<file path="src/hdl/hpcp_defines.vh">
// Constants for the host port control pin block
`ifndef HPCP_DEFINES_VH
`define HPCP_DEFINES_VH
`define HPCP_SEL_CONTROL 2'h0
`define HPCP_SEL_DATA_INC 2'h1
`define HPCP_SEL_ADDRESS 2'h2
`define HPCP_SEL_DATA 2'h3
`define HPCP_ST_IDLE 2'h0
`define HPCP_ST_ACTIVE 2'h1
`define HPCP_ST_BUSY 2'h2
`define HPCP_ST_RELEASE 2'h3
`define HPCP_BUSY_CYCLES 4'h4
`define HPCP_SYNC_DEPTH 2
`endif

</file>
<file path="src/hdl/hpcp_sync.v">
// Two-flop synchroniser for a group of host inputs
module hpcp_sync #(
	parameter WIDTH = 1,
	parameter [0:0] INIT = 1'b0
) (
	input wire clk_i,
	input wire srst_i,
	input wire [WIDTH-1:0] d_i,
	output wire [WIDTH-1:0] q_o
);
	reg [WIDTH-1:0] meta_reg;
	reg [WIDTH-1:0] sync_reg;
	always @(posedge clk_i) begin
		if (srst_i) begin
			meta_reg <= {WIDTH{INIT}};
			sync_reg <= {WIDTH{INIT}};
		end else begin
			meta_reg <= d_i;
			sync_reg <= meta_reg;
		end
	end
	assign q_o = sync_reg;
endmodule

</file>
<file path="src/hdl/hpcp_top.v">
// Host port control pins: pin function choice, access decode and ready
`include "hpcp_defines.vh"
module hpcp_top #(
	parameter BUSY_CYCLES = `HPCP_BUSY_CYCLES
) (
	input wire CLK_I,
	input wire SRST_I,
	input wire BOOT_SELECT_PIN_I,
	input wire PORT_ENABLE_INPUT_I,
	input wire SECOND_HOST_CONTROL_PIN_I,
	input wire ACCESS_SELECT_LOW_I,
	input wire ACCESS_SELECT_HIGH_I,
	input wire PORT_CHIP_SELECT_N_I,
	input wire READ_WRITE_SELECT_I,
	input wire DATA_STROBE_ONE_N_I,
	input wire DATA_STROBE_TWO_N_I,
	input wire ADDRESS_STROBE_INPUT_N_I,
	input wire XFER_DONE_I,
	output wire SECOND_HOST_CONTROL_PIN_O,
	output wire SECOND_HOST_CONTROL_PIN_OE_O,
	output wire ACCESS_SELECT_OE_O,
	output wire PORT_CHIP_SELECT_OE_O,
	output wire READ_WRITE_SELECT_OE_O,
	output wire PORT_READY_OUT_O,
	output wire PORT_READY_OUT_OE_O,
	output wire HOST_MODE_O,
	output wire PARALLEL_IO_BIT_FORTYFIVE_O,
	output wire XFER_REQ_O,
	output wire XFER_WRITE_O,
	output wire [1:0] XFER_SEL_O,
	output wire XFER_SECOND_BYTE_O,
	output wire ADDRESS_LATCH_O
);
	localparam [1:0] ST_IDLE = `HPCP_ST_IDLE;
	localparam [1:0] ST_ACTIVE = `HPCP_ST_ACTIVE;
	localparam [1:0] ST_BUSY = `HPCP_ST_BUSY;
	localparam [1:0] ST_RELEASE = `HPCP_ST_RELEASE;
	localparam [3:0] BUSY_LOAD = BUSY_CYCLES[3:0];
	wire s_as_n;
	wire s_bil;
	wire s_sel0;
	wire s_sel1;
	wire s_cs_n;
	wire s_rw;
	wire s_ds1_n;
	wire s_ds2_n;
	reg host_mode_reg;
	reg out_en_reg;
	reg [1:0] state_reg;
	reg [1:0] state_next;
	reg [3:0] cnt_reg;
	reg [3:0] cnt_next;
	reg req_reg;
	reg req_next;
	reg write_reg;
	reg write_next;
	reg [1:0] sel_reg;
	reg [1:0] sel_next;
	reg second_reg;
	reg second_next;
	reg ready_reg;
	reg ready_next;
	reg as_prev_reg;
	reg alatch_reg;
	reg pgpio_reg;
	wire strobe_active;
	wire selected;
	wire take;
	wire busy_over;
	wire release_ok;

	// Each synchroniser resets to its pin's idle level, so no false edge follows reset
	hpcp_sync #(.WIDTH(1), .INIT(1'b1)) u_cs_sync (
		.clk_i(CLK_I),
		.srst_i(SRST_I),
		.d_i(PORT_CHIP_SELECT_N_I),
		.q_o(s_cs_n)
	);

	hpcp_sync #(.WIDTH(1), .INIT(1'b1)) u_as_sync (
		.clk_i(CLK_I),
		.srst_i(SRST_I),
		.d_i(ADDRESS_STROBE_INPUT_N_I),
		.q_o(s_as_n)
	);

	hpcp_sync #(.WIDTH(1), .INIT(1'b0)) u_bil_sync (
		.clk_i(CLK_I),
		.srst_i(SRST_I),
		.d_i(SECOND_HOST_CONTROL_PIN_I),
		.q_o(s_bil)
	);

	hpcp_sync #(.WIDTH(1), .INIT(1'b0)) u_sel0_sync (
		.clk_i(CLK_I),
		.srst_i(SRST_I),
		.d_i(ACCESS_SELECT_LOW_I),
		.q_o(s_sel0)
	);

	hpcp_sync #(.WIDTH(1), .INIT(1'b0)) u_sel1_sync (
		.clk_i(CLK_I),
		.srst_i(SRST_I),
		.d_i(ACCESS_SELECT_HIGH_I),
		.q_o(s_sel1)
	);

	hpcp_sync #(.WIDTH(1), .INIT(1'b1)) u_rw_sync (
		.clk_i(CLK_I),
		.srst_i(SRST_I),
		.d_i(READ_WRITE_SELECT_I),
		.q_o(s_rw)
	);

	hpcp_sync #(.WIDTH(1), .INIT(1'b0)) u_ds1_sync (
		.clk_i(CLK_I),
		.srst_i(SRST_I),
		.d_i(DATA_STROBE_ONE_N_I),
		.q_o(s_ds1_n)
	);

	hpcp_sync #(.WIDTH(1), .INIT(1'b1)) u_ds2_sync (
		.clk_i(CLK_I),
		.srst_i(SRST_I),
		.d_i(DATA_STROBE_TWO_N_I),
		.q_o(s_ds2_n)
	);

	// Pin function caught on the last reset cycle, held afterwards
	always @(posedge CLK_I) begin
		if (SRST_I) begin
			host_mode_reg <= BOOT_SELECT_PIN_I;
			out_en_reg <= 1'b0;
		end else begin
			out_en_reg <= 1'b1;
		end
	end

	// Strobe is the combination of both data strobes
	assign strobe_active = ~(s_ds1_n ^ s_ds2_n);
	assign selected = host_mode_reg & PORT_ENABLE_INPUT_I & ~s_cs_n & out_en_reg;

	// Transfer taken when an armed port sees an active strobe
	assign take = (state_reg == ST_ACTIVE) & selected & strobe_active;
	assign busy_over = XFER_DONE_I | (cnt_reg == 4'h0);
	assign release_ok = ~strobe_active | ~selected;

	// Port state sequence
	always @* begin
		state_next = state_reg;
		case (state_reg)
			ST_IDLE: begin
				if (selected && !strobe_active) begin
					state_next = ST_ACTIVE;
				end
			end
			ST_ACTIVE: begin
				if (!selected) begin
					state_next = ST_IDLE;
				end else if (take) begin
					state_next = ST_BUSY;
				end
			end
			ST_BUSY: begin
				if (busy_over) begin
					state_next = ST_RELEASE;
				end
			end
			ST_RELEASE: begin
				if (release_ok) begin
					state_next = ST_IDLE;
				end
			end
			default: begin
				state_next = ST_IDLE;
			end
		endcase
	end

	// Busy counter
	always @* begin
		cnt_next = cnt_reg;
		if (take) begin
			cnt_next = BUSY_LOAD;
		end else if ((state_reg == ST_BUSY) && (cnt_reg != 4'h0)) begin
			cnt_next = cnt_reg - 4'h1;
		end
	end

	// Access details held until the next transfer
	always @* begin
		req_next = take;
		write_next = write_reg;
		sel_next = sel_reg;
		second_next = second_reg;
		if (take) begin
			write_next = ~s_rw;
			sel_next = {s_sel1, s_sel0};
			second_next = s_bil;
		end
	end

	// Ready drops on a taken transfer, returns after release
	always @* begin
		ready_next = ready_reg;
		if (take) begin
			ready_next = 1'b0;
		end else if ((state_reg == ST_RELEASE) && release_ok) begin
			ready_next = 1'b1;
		end
	end

	// State and counter registers
	always @(posedge CLK_I) begin
		if (SRST_I) begin
			state_reg <= ST_IDLE;
			cnt_reg <= 4'h0;
		end else begin
			state_reg <= state_next;
			cnt_reg <= cnt_next;
		end
	end

	// Transfer request and details
	always @(posedge CLK_I) begin
		if (SRST_I) begin
			req_reg <= 1'b0;
			write_reg <= 1'b0;
			sel_reg <= `HPCP_SEL_CONTROL;
			second_reg <= 1'b0;
		end else begin
			req_reg <= req_next;
			write_reg <= write_next;
			sel_reg <= sel_next;
			second_reg <= second_next;
		end
	end

	// Ready register
	always @(posedge CLK_I) begin
		if (SRST_I) begin
			ready_reg <= 1'b1;
		end else begin
			ready_reg <= ready_next;
		end
	end

	// Address strobe falling edge while selected
	always @(posedge CLK_I) begin
		if (SRST_I) begin
			as_prev_reg <= 1'b1;
			alatch_reg <= 1'b0;
		end else begin
			as_prev_reg <= s_as_n;
			alatch_reg <= selected & as_prev_reg & ~s_as_n;
		end
	end

	// Parallel I/O bit follows its pin outside host mode
	always @(posedge CLK_I) begin
		if (SRST_I) begin
			pgpio_reg <= 1'b0;
		end else begin
			pgpio_reg <= s_bil;
		end
	end

	// Control pins other than the ready pin are never driven by the port
	assign SECOND_HOST_CONTROL_PIN_O = 1'b0;
	assign SECOND_HOST_CONTROL_PIN_OE_O = 1'b0;
	assign ACCESS_SELECT_OE_O = 1'b0;
	assign PORT_CHIP_SELECT_OE_O = 1'b0;
	assign READ_WRITE_SELECT_OE_O = 1'b0;
	assign PORT_READY_OUT_O = ready_reg;
	assign PORT_READY_OUT_OE_O = out_en_reg & ~SRST_I & host_mode_reg & PORT_ENABLE_INPUT_I;
	assign HOST_MODE_O = host_mode_reg;
	assign PARALLEL_IO_BIT_FORTYFIVE_O = pgpio_reg & ~host_mode_reg;
	assign XFER_REQ_O = req_reg;
	assign XFER_WRITE_O = write_reg;
	assign XFER_SEL_O = sel_reg;
	assign XFER_SECOND_BYTE_O = second_reg;
	assign ADDRESS_LATCH_O = alatch_reg;
endmodule

</file>
<file path="config.mk">
export PLATFORM = sky130hd
export DESIGN_NAME = hpcp_top
export DESIGN_NICKNAME = d
export VERILOG_FILES = /design/src/hdl/hpcp_sync.v /design/src/hdl/hpcp_top.v
export VERILOG_INCLUDE_DIRS = /design/src /design/src/hdl
export SDC_FILE = /design/constraint.sdc
export NUM_CORES = 1
export LEC_CHECK = 0
export BUFFER_PORTS_ARGS = -buffer_cell sky130_fd_sc_hd__buf_2
export CORE_AREA = 2 2 55 57
export CTS_CLUSTER_DIAMETER = 60
export DETAILED_ROUTE_END_ITERATION = 10
export DIE_AREA = 0 0 57 59
export PLACE_DENSITY = 0.71
export SYNTH_ARGS = -nofsm -noshare
export SYNTH_HDL_FRONTEND = slang
export SYNTH_SLANG_ARGS = --single-unit
</file>
<file path="constraint.sdc">
create_clock -name CLK_I -period 1.4 [get_ports CLK_I]
set_input_delay 0.28 -clock CLK_I [delete_from_list [all_inputs] [get_ports CLK_I]]
set_output_delay 0.28 -clock CLK_I [all_outputs]
set_load 0.05 [all_outputs]
</file>
== After elaboration in Yosys (flattened, before gate mapping) ==
Index checks and enable logic that the tools add are counted.

* Output and inout port bits: 15
* Word-level logic and storage cells: 79
* Bits in registers: 33
* Input port bits: 13

* $add $sub $neg: 1
* Multiplexer cells: 11
* Eq/ne operators: 7
* Bitwise gates (word level): 21
* Reduce and logical (&&, ||, !) cells: 10

{| class="wikitable"
|+ Operators with widths
! cell !! count
|-
| bitwise AND 1 bit || 11
|-
| 2-to-1 mux 2 bit || 5
|-
| one-hot mux 2 bit (4 select lines) || 1
|-
| inverter 1 bit || 7
|-
| 2-to-1 mux 3 bit || 2
|-
| inequality test 2 bit (second input constant) || 3
|-
| equality test 2 bit (second input constant) || 2
|-
| logical NOT 4 bit || 1
|-
| AND reduction 4 bit || 1
|-
| nonzero test 2 bit || 2
|-
| nonzero test 4 bit || 1
|-
| subtractor 4 x 1 -> 4 bit (second input constant) || 1
|-
| logical AND 1 bit || 3
|-
| 2-to-1 mux 1 bit || 3
|-
| inequality test 3 bit (second input constant) || 1
|-
| equality test 2 x 1 -> 1 bit (second input constant) || 1
|-
| logical NOT 2 bit || 1
|-
| OR 1 bit || 2
|-
| OR reduction 2 bit || 1
|-
| bitwise XOR 1 bit || 1
|}

== Longest topological paths before layout ==
* Depth in word-level cells: 8
* Gate-level depth with buffers: 5
* Mapped depth without buffers: 5

== Modules after synthesis ==
A second synthesis with hierarchy kept.

* Cells, all modules: 116
* Area, all modules: 1223.7 um2

{| class="wikitable"
|+ By module, submodules not included
! module !! times used !! area each (um2) !! cells an instance
|-
| hpcp_top || 1 || 803.3 || 84
|-
| hpcp_sync || 8 || 52.6 || 4
|}

== Worst setup path before layout ==
OpenSTA, ideal clock, no wires.

* Path type: register to output
* Start: register host_mode_reg (netlist: HOST_MODE_O)
* End: output port PORT_READY_OUT_OE_O
* Arrival: 1.470 ns
* Required time: 1.120 ns
* Path slack: -0.350 ns
* Cell stages (with the launch flop): 3
* Path through: edfxtp_1 -> nand3_1 -> nor2_1

* Cells in the longest elaborated chain, start to end: 2

{| class="wikitable"
|+ Ends and longest elaborated chain
! what !! line !! text
|-
| start, declared || hpcp_top.v:47 || <nowiki>reg host_mode_reg;</nowiki>
|-
| start signal, assigned || hpcp_top.v:132 || <nowiki>host_mode_reg <= BOOT_SELECT_PIN_I;</nowiki>
|-
| bitwise AND 1 bit (2 in a row) || hpcp_top.v:275 || <nowiki>assign PORT_READY_OUT_OE_O = out_en_reg & ~SRST_I & host_mode_reg & PORT_ENABLE_INPUT_I;</nowiki>
|-
| end, declared || hpcp_top.v:25 || <nowiki>output wire PORT_READY_OUT_OE_O,</nowiki>
|}

Every way passes these cells.

== Worst setup path in the final report ==
* Start: register host_mode_reg (netlist: HOST_MODE_O)
* End: output port PARALLEL_IO_BIT_FORTYFIVE_O

* Cells in the longest elaborated chain, start to end: 2

{| class="wikitable"
|+ Ends and longest elaborated chain
! what !! line !! text
|-
| inverter 1 bit || hpcp_top.v:277 || <nowiki>assign PARALLEL_IO_BIT_FORTYFIVE_O = pgpio_reg & ~host_mode_reg;</nowiki>
|-
| bitwise AND 1 bit || hpcp_top.v:277 ||
|-
| end, declared || hpcp_top.v:27 || <nowiki>output wire PARALLEL_IO_BIT_FORTYFIVE_O,</nowiki>
|}

Every way passes these cells.

==> impl_metrics.env <==
export IMPL_port_buffers=22
export IMPL_avgRoutedWirePerCell_um=11.3
export IMPL_globalRouteOverflowTotal=0
export IMPL_timing_hold_worst_endpoint="u_cs_sync.meta_reg"
export IMPL_drc=0
export IMPL_r2r_setup_slack_ns=0.03
export IMPL_netlist_instances=118
export IMPL_clock_fmax_mhz=704
export IMPL_clock_sink_count=33
export IMPL_mux_share_of_post_synthesis_cell_area_pct=2.53
export IMPL_cap_viol_max_count=0
export IMPL_hold_viol=0
export IMPL_htree_levels=2
export IMPL_end_kind="output pin"
export IMPL_largest_register_ff_count=4
export IMPL_delay_contributed_by_the_slowest_stage_of_the_critical_path_ns=0.43
export IMPL_hold_path_class="in2reg"
export IMPL_final_min_period_over_clock_period_pct=102
export IMPL_postSynthRegisterBits=33
export IMPL_number_of_global_route_vias_before_repair=849
export IMPL_dr_pass1_iters=4
export IMPL_fin_crit_ns=1.42
export IMPL_synth_edf_count=1
export IMPL_timing_worst_setup_path_type="reg2out"
export IMPL_number_of_endpoints_failing_setup_at_the_final_stage=1
export IMPL_worst_hold_path_num_cells=2
export IMPL_layout_filler_cells=225
export IMPL_rows=19
export IMPL_ff2ff_path_depth=4
export IMPL_synth_lib_cells_used_distinct=40
export IMPL_failed_checks="negative setup slack"
export IMPL_layout_cell_area_non_filler_um2=1580
export IMPL_numCtsBuffers=5
export IMPL_synthXorXnorAreaFrac_pct=1.41
export IMPL_critical_path_slowest_cell="sky130_fd_sc_hd__edfxtp_1"
export IMPL_fin_ws_ns=-0.0211
export IMPL_insertedDiodeCount=0
export IMPL_detail_route_vias_per_cell=4.83
export IMPL_data_required_time_at_the_worst_endpoint_ns=1.12
export IMPL_dr_total_vias=903
export IMPL_top_level_ports=28
export IMPL_die_w_um=57
export IMPL_dp_final_hpwl_mm=1.55
export IMPL_yosys_warnings=0
export IMPL_rsz0062_at_grt="true"
export IMPL_initial_utilization_pct=45.7
export IMPL_synth_compound_gate_area_share_pct=9.19
export IMPL_postSynthAreaPerCell_um2=10.5
export IMPL_clk_pin_slew_worst_paths_ns=0.10
export IMPL_startpoint_type="flip-flop"
export IMPL_cp_arrival_ns=1.14
export IMPL_tritoncts="yes"
export IMPL_timing_rr_end="XFER_SECOND_BYTE_O"
export IMPL_synth_adder_area_share_pct=2.02
export IMPL_gp_congestion=0.782
export IMPL_synthArstFlopShare_pct=0
export IMPL_cts_hold_buffers=0
export IMPL_postRouteWirelength_mm=2.11
export IMPL_crit_path_cell_trace="and2b_2 > buf_6"
export IMPL_area_growth_synth_to_final_pct=27.4
export IMPL_postRouteAntennaNets=0
export IMPL_height_of_the_chip_um=59
export IMPL_grt_util_all_layers_pct=13.7
export IMPL_synth_area_um2=1240
export IMPL_path_max_fanout=4
export IMPL_grt_pass1_wl_mm=3.43
export IMPL_worstSkewPairLatency_ns=0.33
export IMPL_worst_case_clock_skew_ns=0.0104
export IMPL_crit_start="HOST_MODE_O"
export IMPL_start_of_the_worst_register_to_register_path="HOST_MODE_O"
export IMPL_worstHoldStart="PORT_CHIP_SELECT_N_I"
export IMPL_power_ir_vdd_worst_v=0.000820
export IMPL_clockRootBuffer="sky130_fd_sc_hd__clkbuf_4"
export IMPL_antenna_found_initial=0
export IMPL_grt_max_degree=24
export IMPL_placed_area_um2=1420
export IMPL_post_synth_and_or_nand_nor_area_fraction_pct=23.9
export IMPL_fp_coreArea_um2=2710
export IMPL_fin_tns_setup_ns=-0.0211
export IMPL_status="finished, violations left"
export IMPL_detail_route_iter0_violations=20
export IMPL_clock_tree_buffer_depth=2
export IMPL_total_leakage_power_uw=0.000672
export IMPL_synth_top_family_by_area="simple AND/OR/NAND/NOR gates"
export IMPL_fp_dieArea_um2=3360
export IMPL_timing_max_transition_violations_final=0
export IMPL_num_nets_final=170
export IMPL_detailedPlace_worstSlack_ns=-0.0580
export IMPL_yosysSeqAreaShare_pct=54.1
export IMPL_synthFlopType="sky130_fd_sc_hd__dfxtp_1"
export IMPL_cellPowerDensity_nw_per_um2=1100
export IMPL_final_layout_size_suffix_gt1_share_pct=43.6
==> layer usage <==
metal  wire length [µm]  part of all wire, %  track usage [%]  vias to the layer above
li1                   -                    -                -                      465
met3                101                  4.8             4.80                        4
met4                 34                  1.6             9.63                        0
met2               1080                   51             22.7                       22
met1                901                   43             14.6                      412
met5                  0                    0                0                        -
==> worst max path at each step <==
| stage | end | slack, ns | cells past startpoint |
|---|---|---|---|
| after global placement | cnt_reg[0] | 0.05 | 5 |
| after floorplan | XFER_SEL_O[0] | -0.17 | 3 |
| after global routing | PARALLEL_IO_BIT_FORTYFIVE_O | -0.09 | 2 |
| after CTS | PARALLEL_IO_BIT_FORTYFIVE_O | -0.04 | 2 |
| final | PARALLEL_IO_BIT_FORTYFIVE_O | -0.02 | 2 |
| after detailed placement | cnt_reg[1] | -0.06 | 5 |
==> repair_timing <==
action | 4_1_cts | 5_1_grt
endpoints found under the setup margin | 4 | 8
gates resized for setup | 13 | 3
hold endpoints to repair | 0 | 0
gates cloned | 0 | 0
buffers inserted | 2 | 2
pin swaps | 4 | 4
==> cell usage after synthesis, types with 2 or more instances <==
| master | count | area (µm²) |
|---|---|---|
| sky130_fd_sc_hd__or2_2 | 9 | 56.3 |
| sky130_fd_sc_hd__nand3_1 | 4 | 20.0 |
| sky130_fd_sc_hd__a31oi_1 | 2 | 12.5 |
| sky130_fd_sc_hd__dfxtp_1 | 32 | 641 |
| sky130_fd_sc_hd__a211oi_1 | 3 | 22.5 |
| sky130_fd_sc_hd__or3_1 | 2 | 12.5 |
| sky130_fd_sc_hd__inv_1 | 7 | 26.3 |
| sky130_fd_sc_hd__mux2i_1 | 2 | 20.0 |
| sky130_fd_sc_hd__nor2_1 | 4 | 15.0 |
| sky130_fd_sc_hd__o21ai_0 | 4 | 20.0 |
| sky130_fd_sc_hd__nand2_1 | 4 | 15.0 |
| sky130_fd_sc_hd__nor3b_1 | 2 | 15.0 |
| sky130_fd_sc_hd__nand4_1 | 2 | 12.5 |
| sky130_fd_sc_hd__nor2b_1 | 10 | 62.6 |
| sky130_fd_sc_hd__ha_1 | 2 | 25.0 |
| sky130_fd_sc_hd__buf_4 | 5 | 37.5 |
==> area by class of cell <==
class | instances | area (µm²) | share of cell area (%)
sequential | 33 | 674 | 42.7
multi-input combinational | 73 | 552 | 35.0
timing repair buffer | 34 | 213 | 13.5
clock buffer | 7 | 65.1 | 4.12
tap | 31 | 38.8 | 2.46
inverter | 8 | 30.0 | 1.90
clock inverter | 1 | 5.00 | 0.317
==> report_power, final <==
part	total, µW	internal [µW]	switching [µW]
sequential	989	975	14.1
clock	599	291	308
combinational	152	50.6	101
==> stage by stage <==
step	hold WS, ns	cells	util (%)	power, µW
floorplan	0.361	122	-	1130
global placement	0.393	175	52.3	1150
detailed placement	0.394	175	52.3	1160
CTS	0.120	185	57.0	1760
global route	0.113	187	58.2	1820
finish	0.133	187	58.2	1740
==> placed cells by master (no fill, tap or decap), types with 3 or more instances in the layout <==
cell,netlist,routed
sky130_fd_sc_hd__o21ai_0,4,4
sky130_fd_sc_hd__nor2_1,4,3
sky130_fd_sc_hd__dfxtp_2,0,3
sky130_fd_sc_hd__inv_1,7,5
sky130_fd_sc_hd__buf_4,5,12
sky130_fd_sc_hd__nand2_1,4,4
sky130_fd_sc_hd__nor2b_1,10,10
sky130_fd_sc_hd__inv_2,1,3
sky130_fd_sc_hd__dfxtp_1,32,29
sky130_fd_sc_hd__clkbuf_4,0,5
sky130_fd_sc_hd__buf_2,1,20
sky130_fd_sc_hd__conb_1,1,5
sky130_fd_sc_hd__or2_2,9,9
sky130_fd_sc_hd__nand3_1,4,4
==> kinds of logic (layout without fill, tap and decap cells) <==
family,after synthesis,after routing
buffers and inverters,16,50
adder cells (fa/ha/maj),2,2
multiplexers,3,3
AND/OR/NAND/NOR,45,45
XOR/XNOR,2,2
other,1,5
flip-flops,33,33
AO/OA/AOI/OAI,16,16
==> worst max-delay path: cells and delay by family (launching register included) <==
family / cells / cell delay, ns
buf+inv: 1 / 0.15
flops: 1 / 0.43
simple gates: 1 / 0.24
Power figures use the tool's default switching activity.
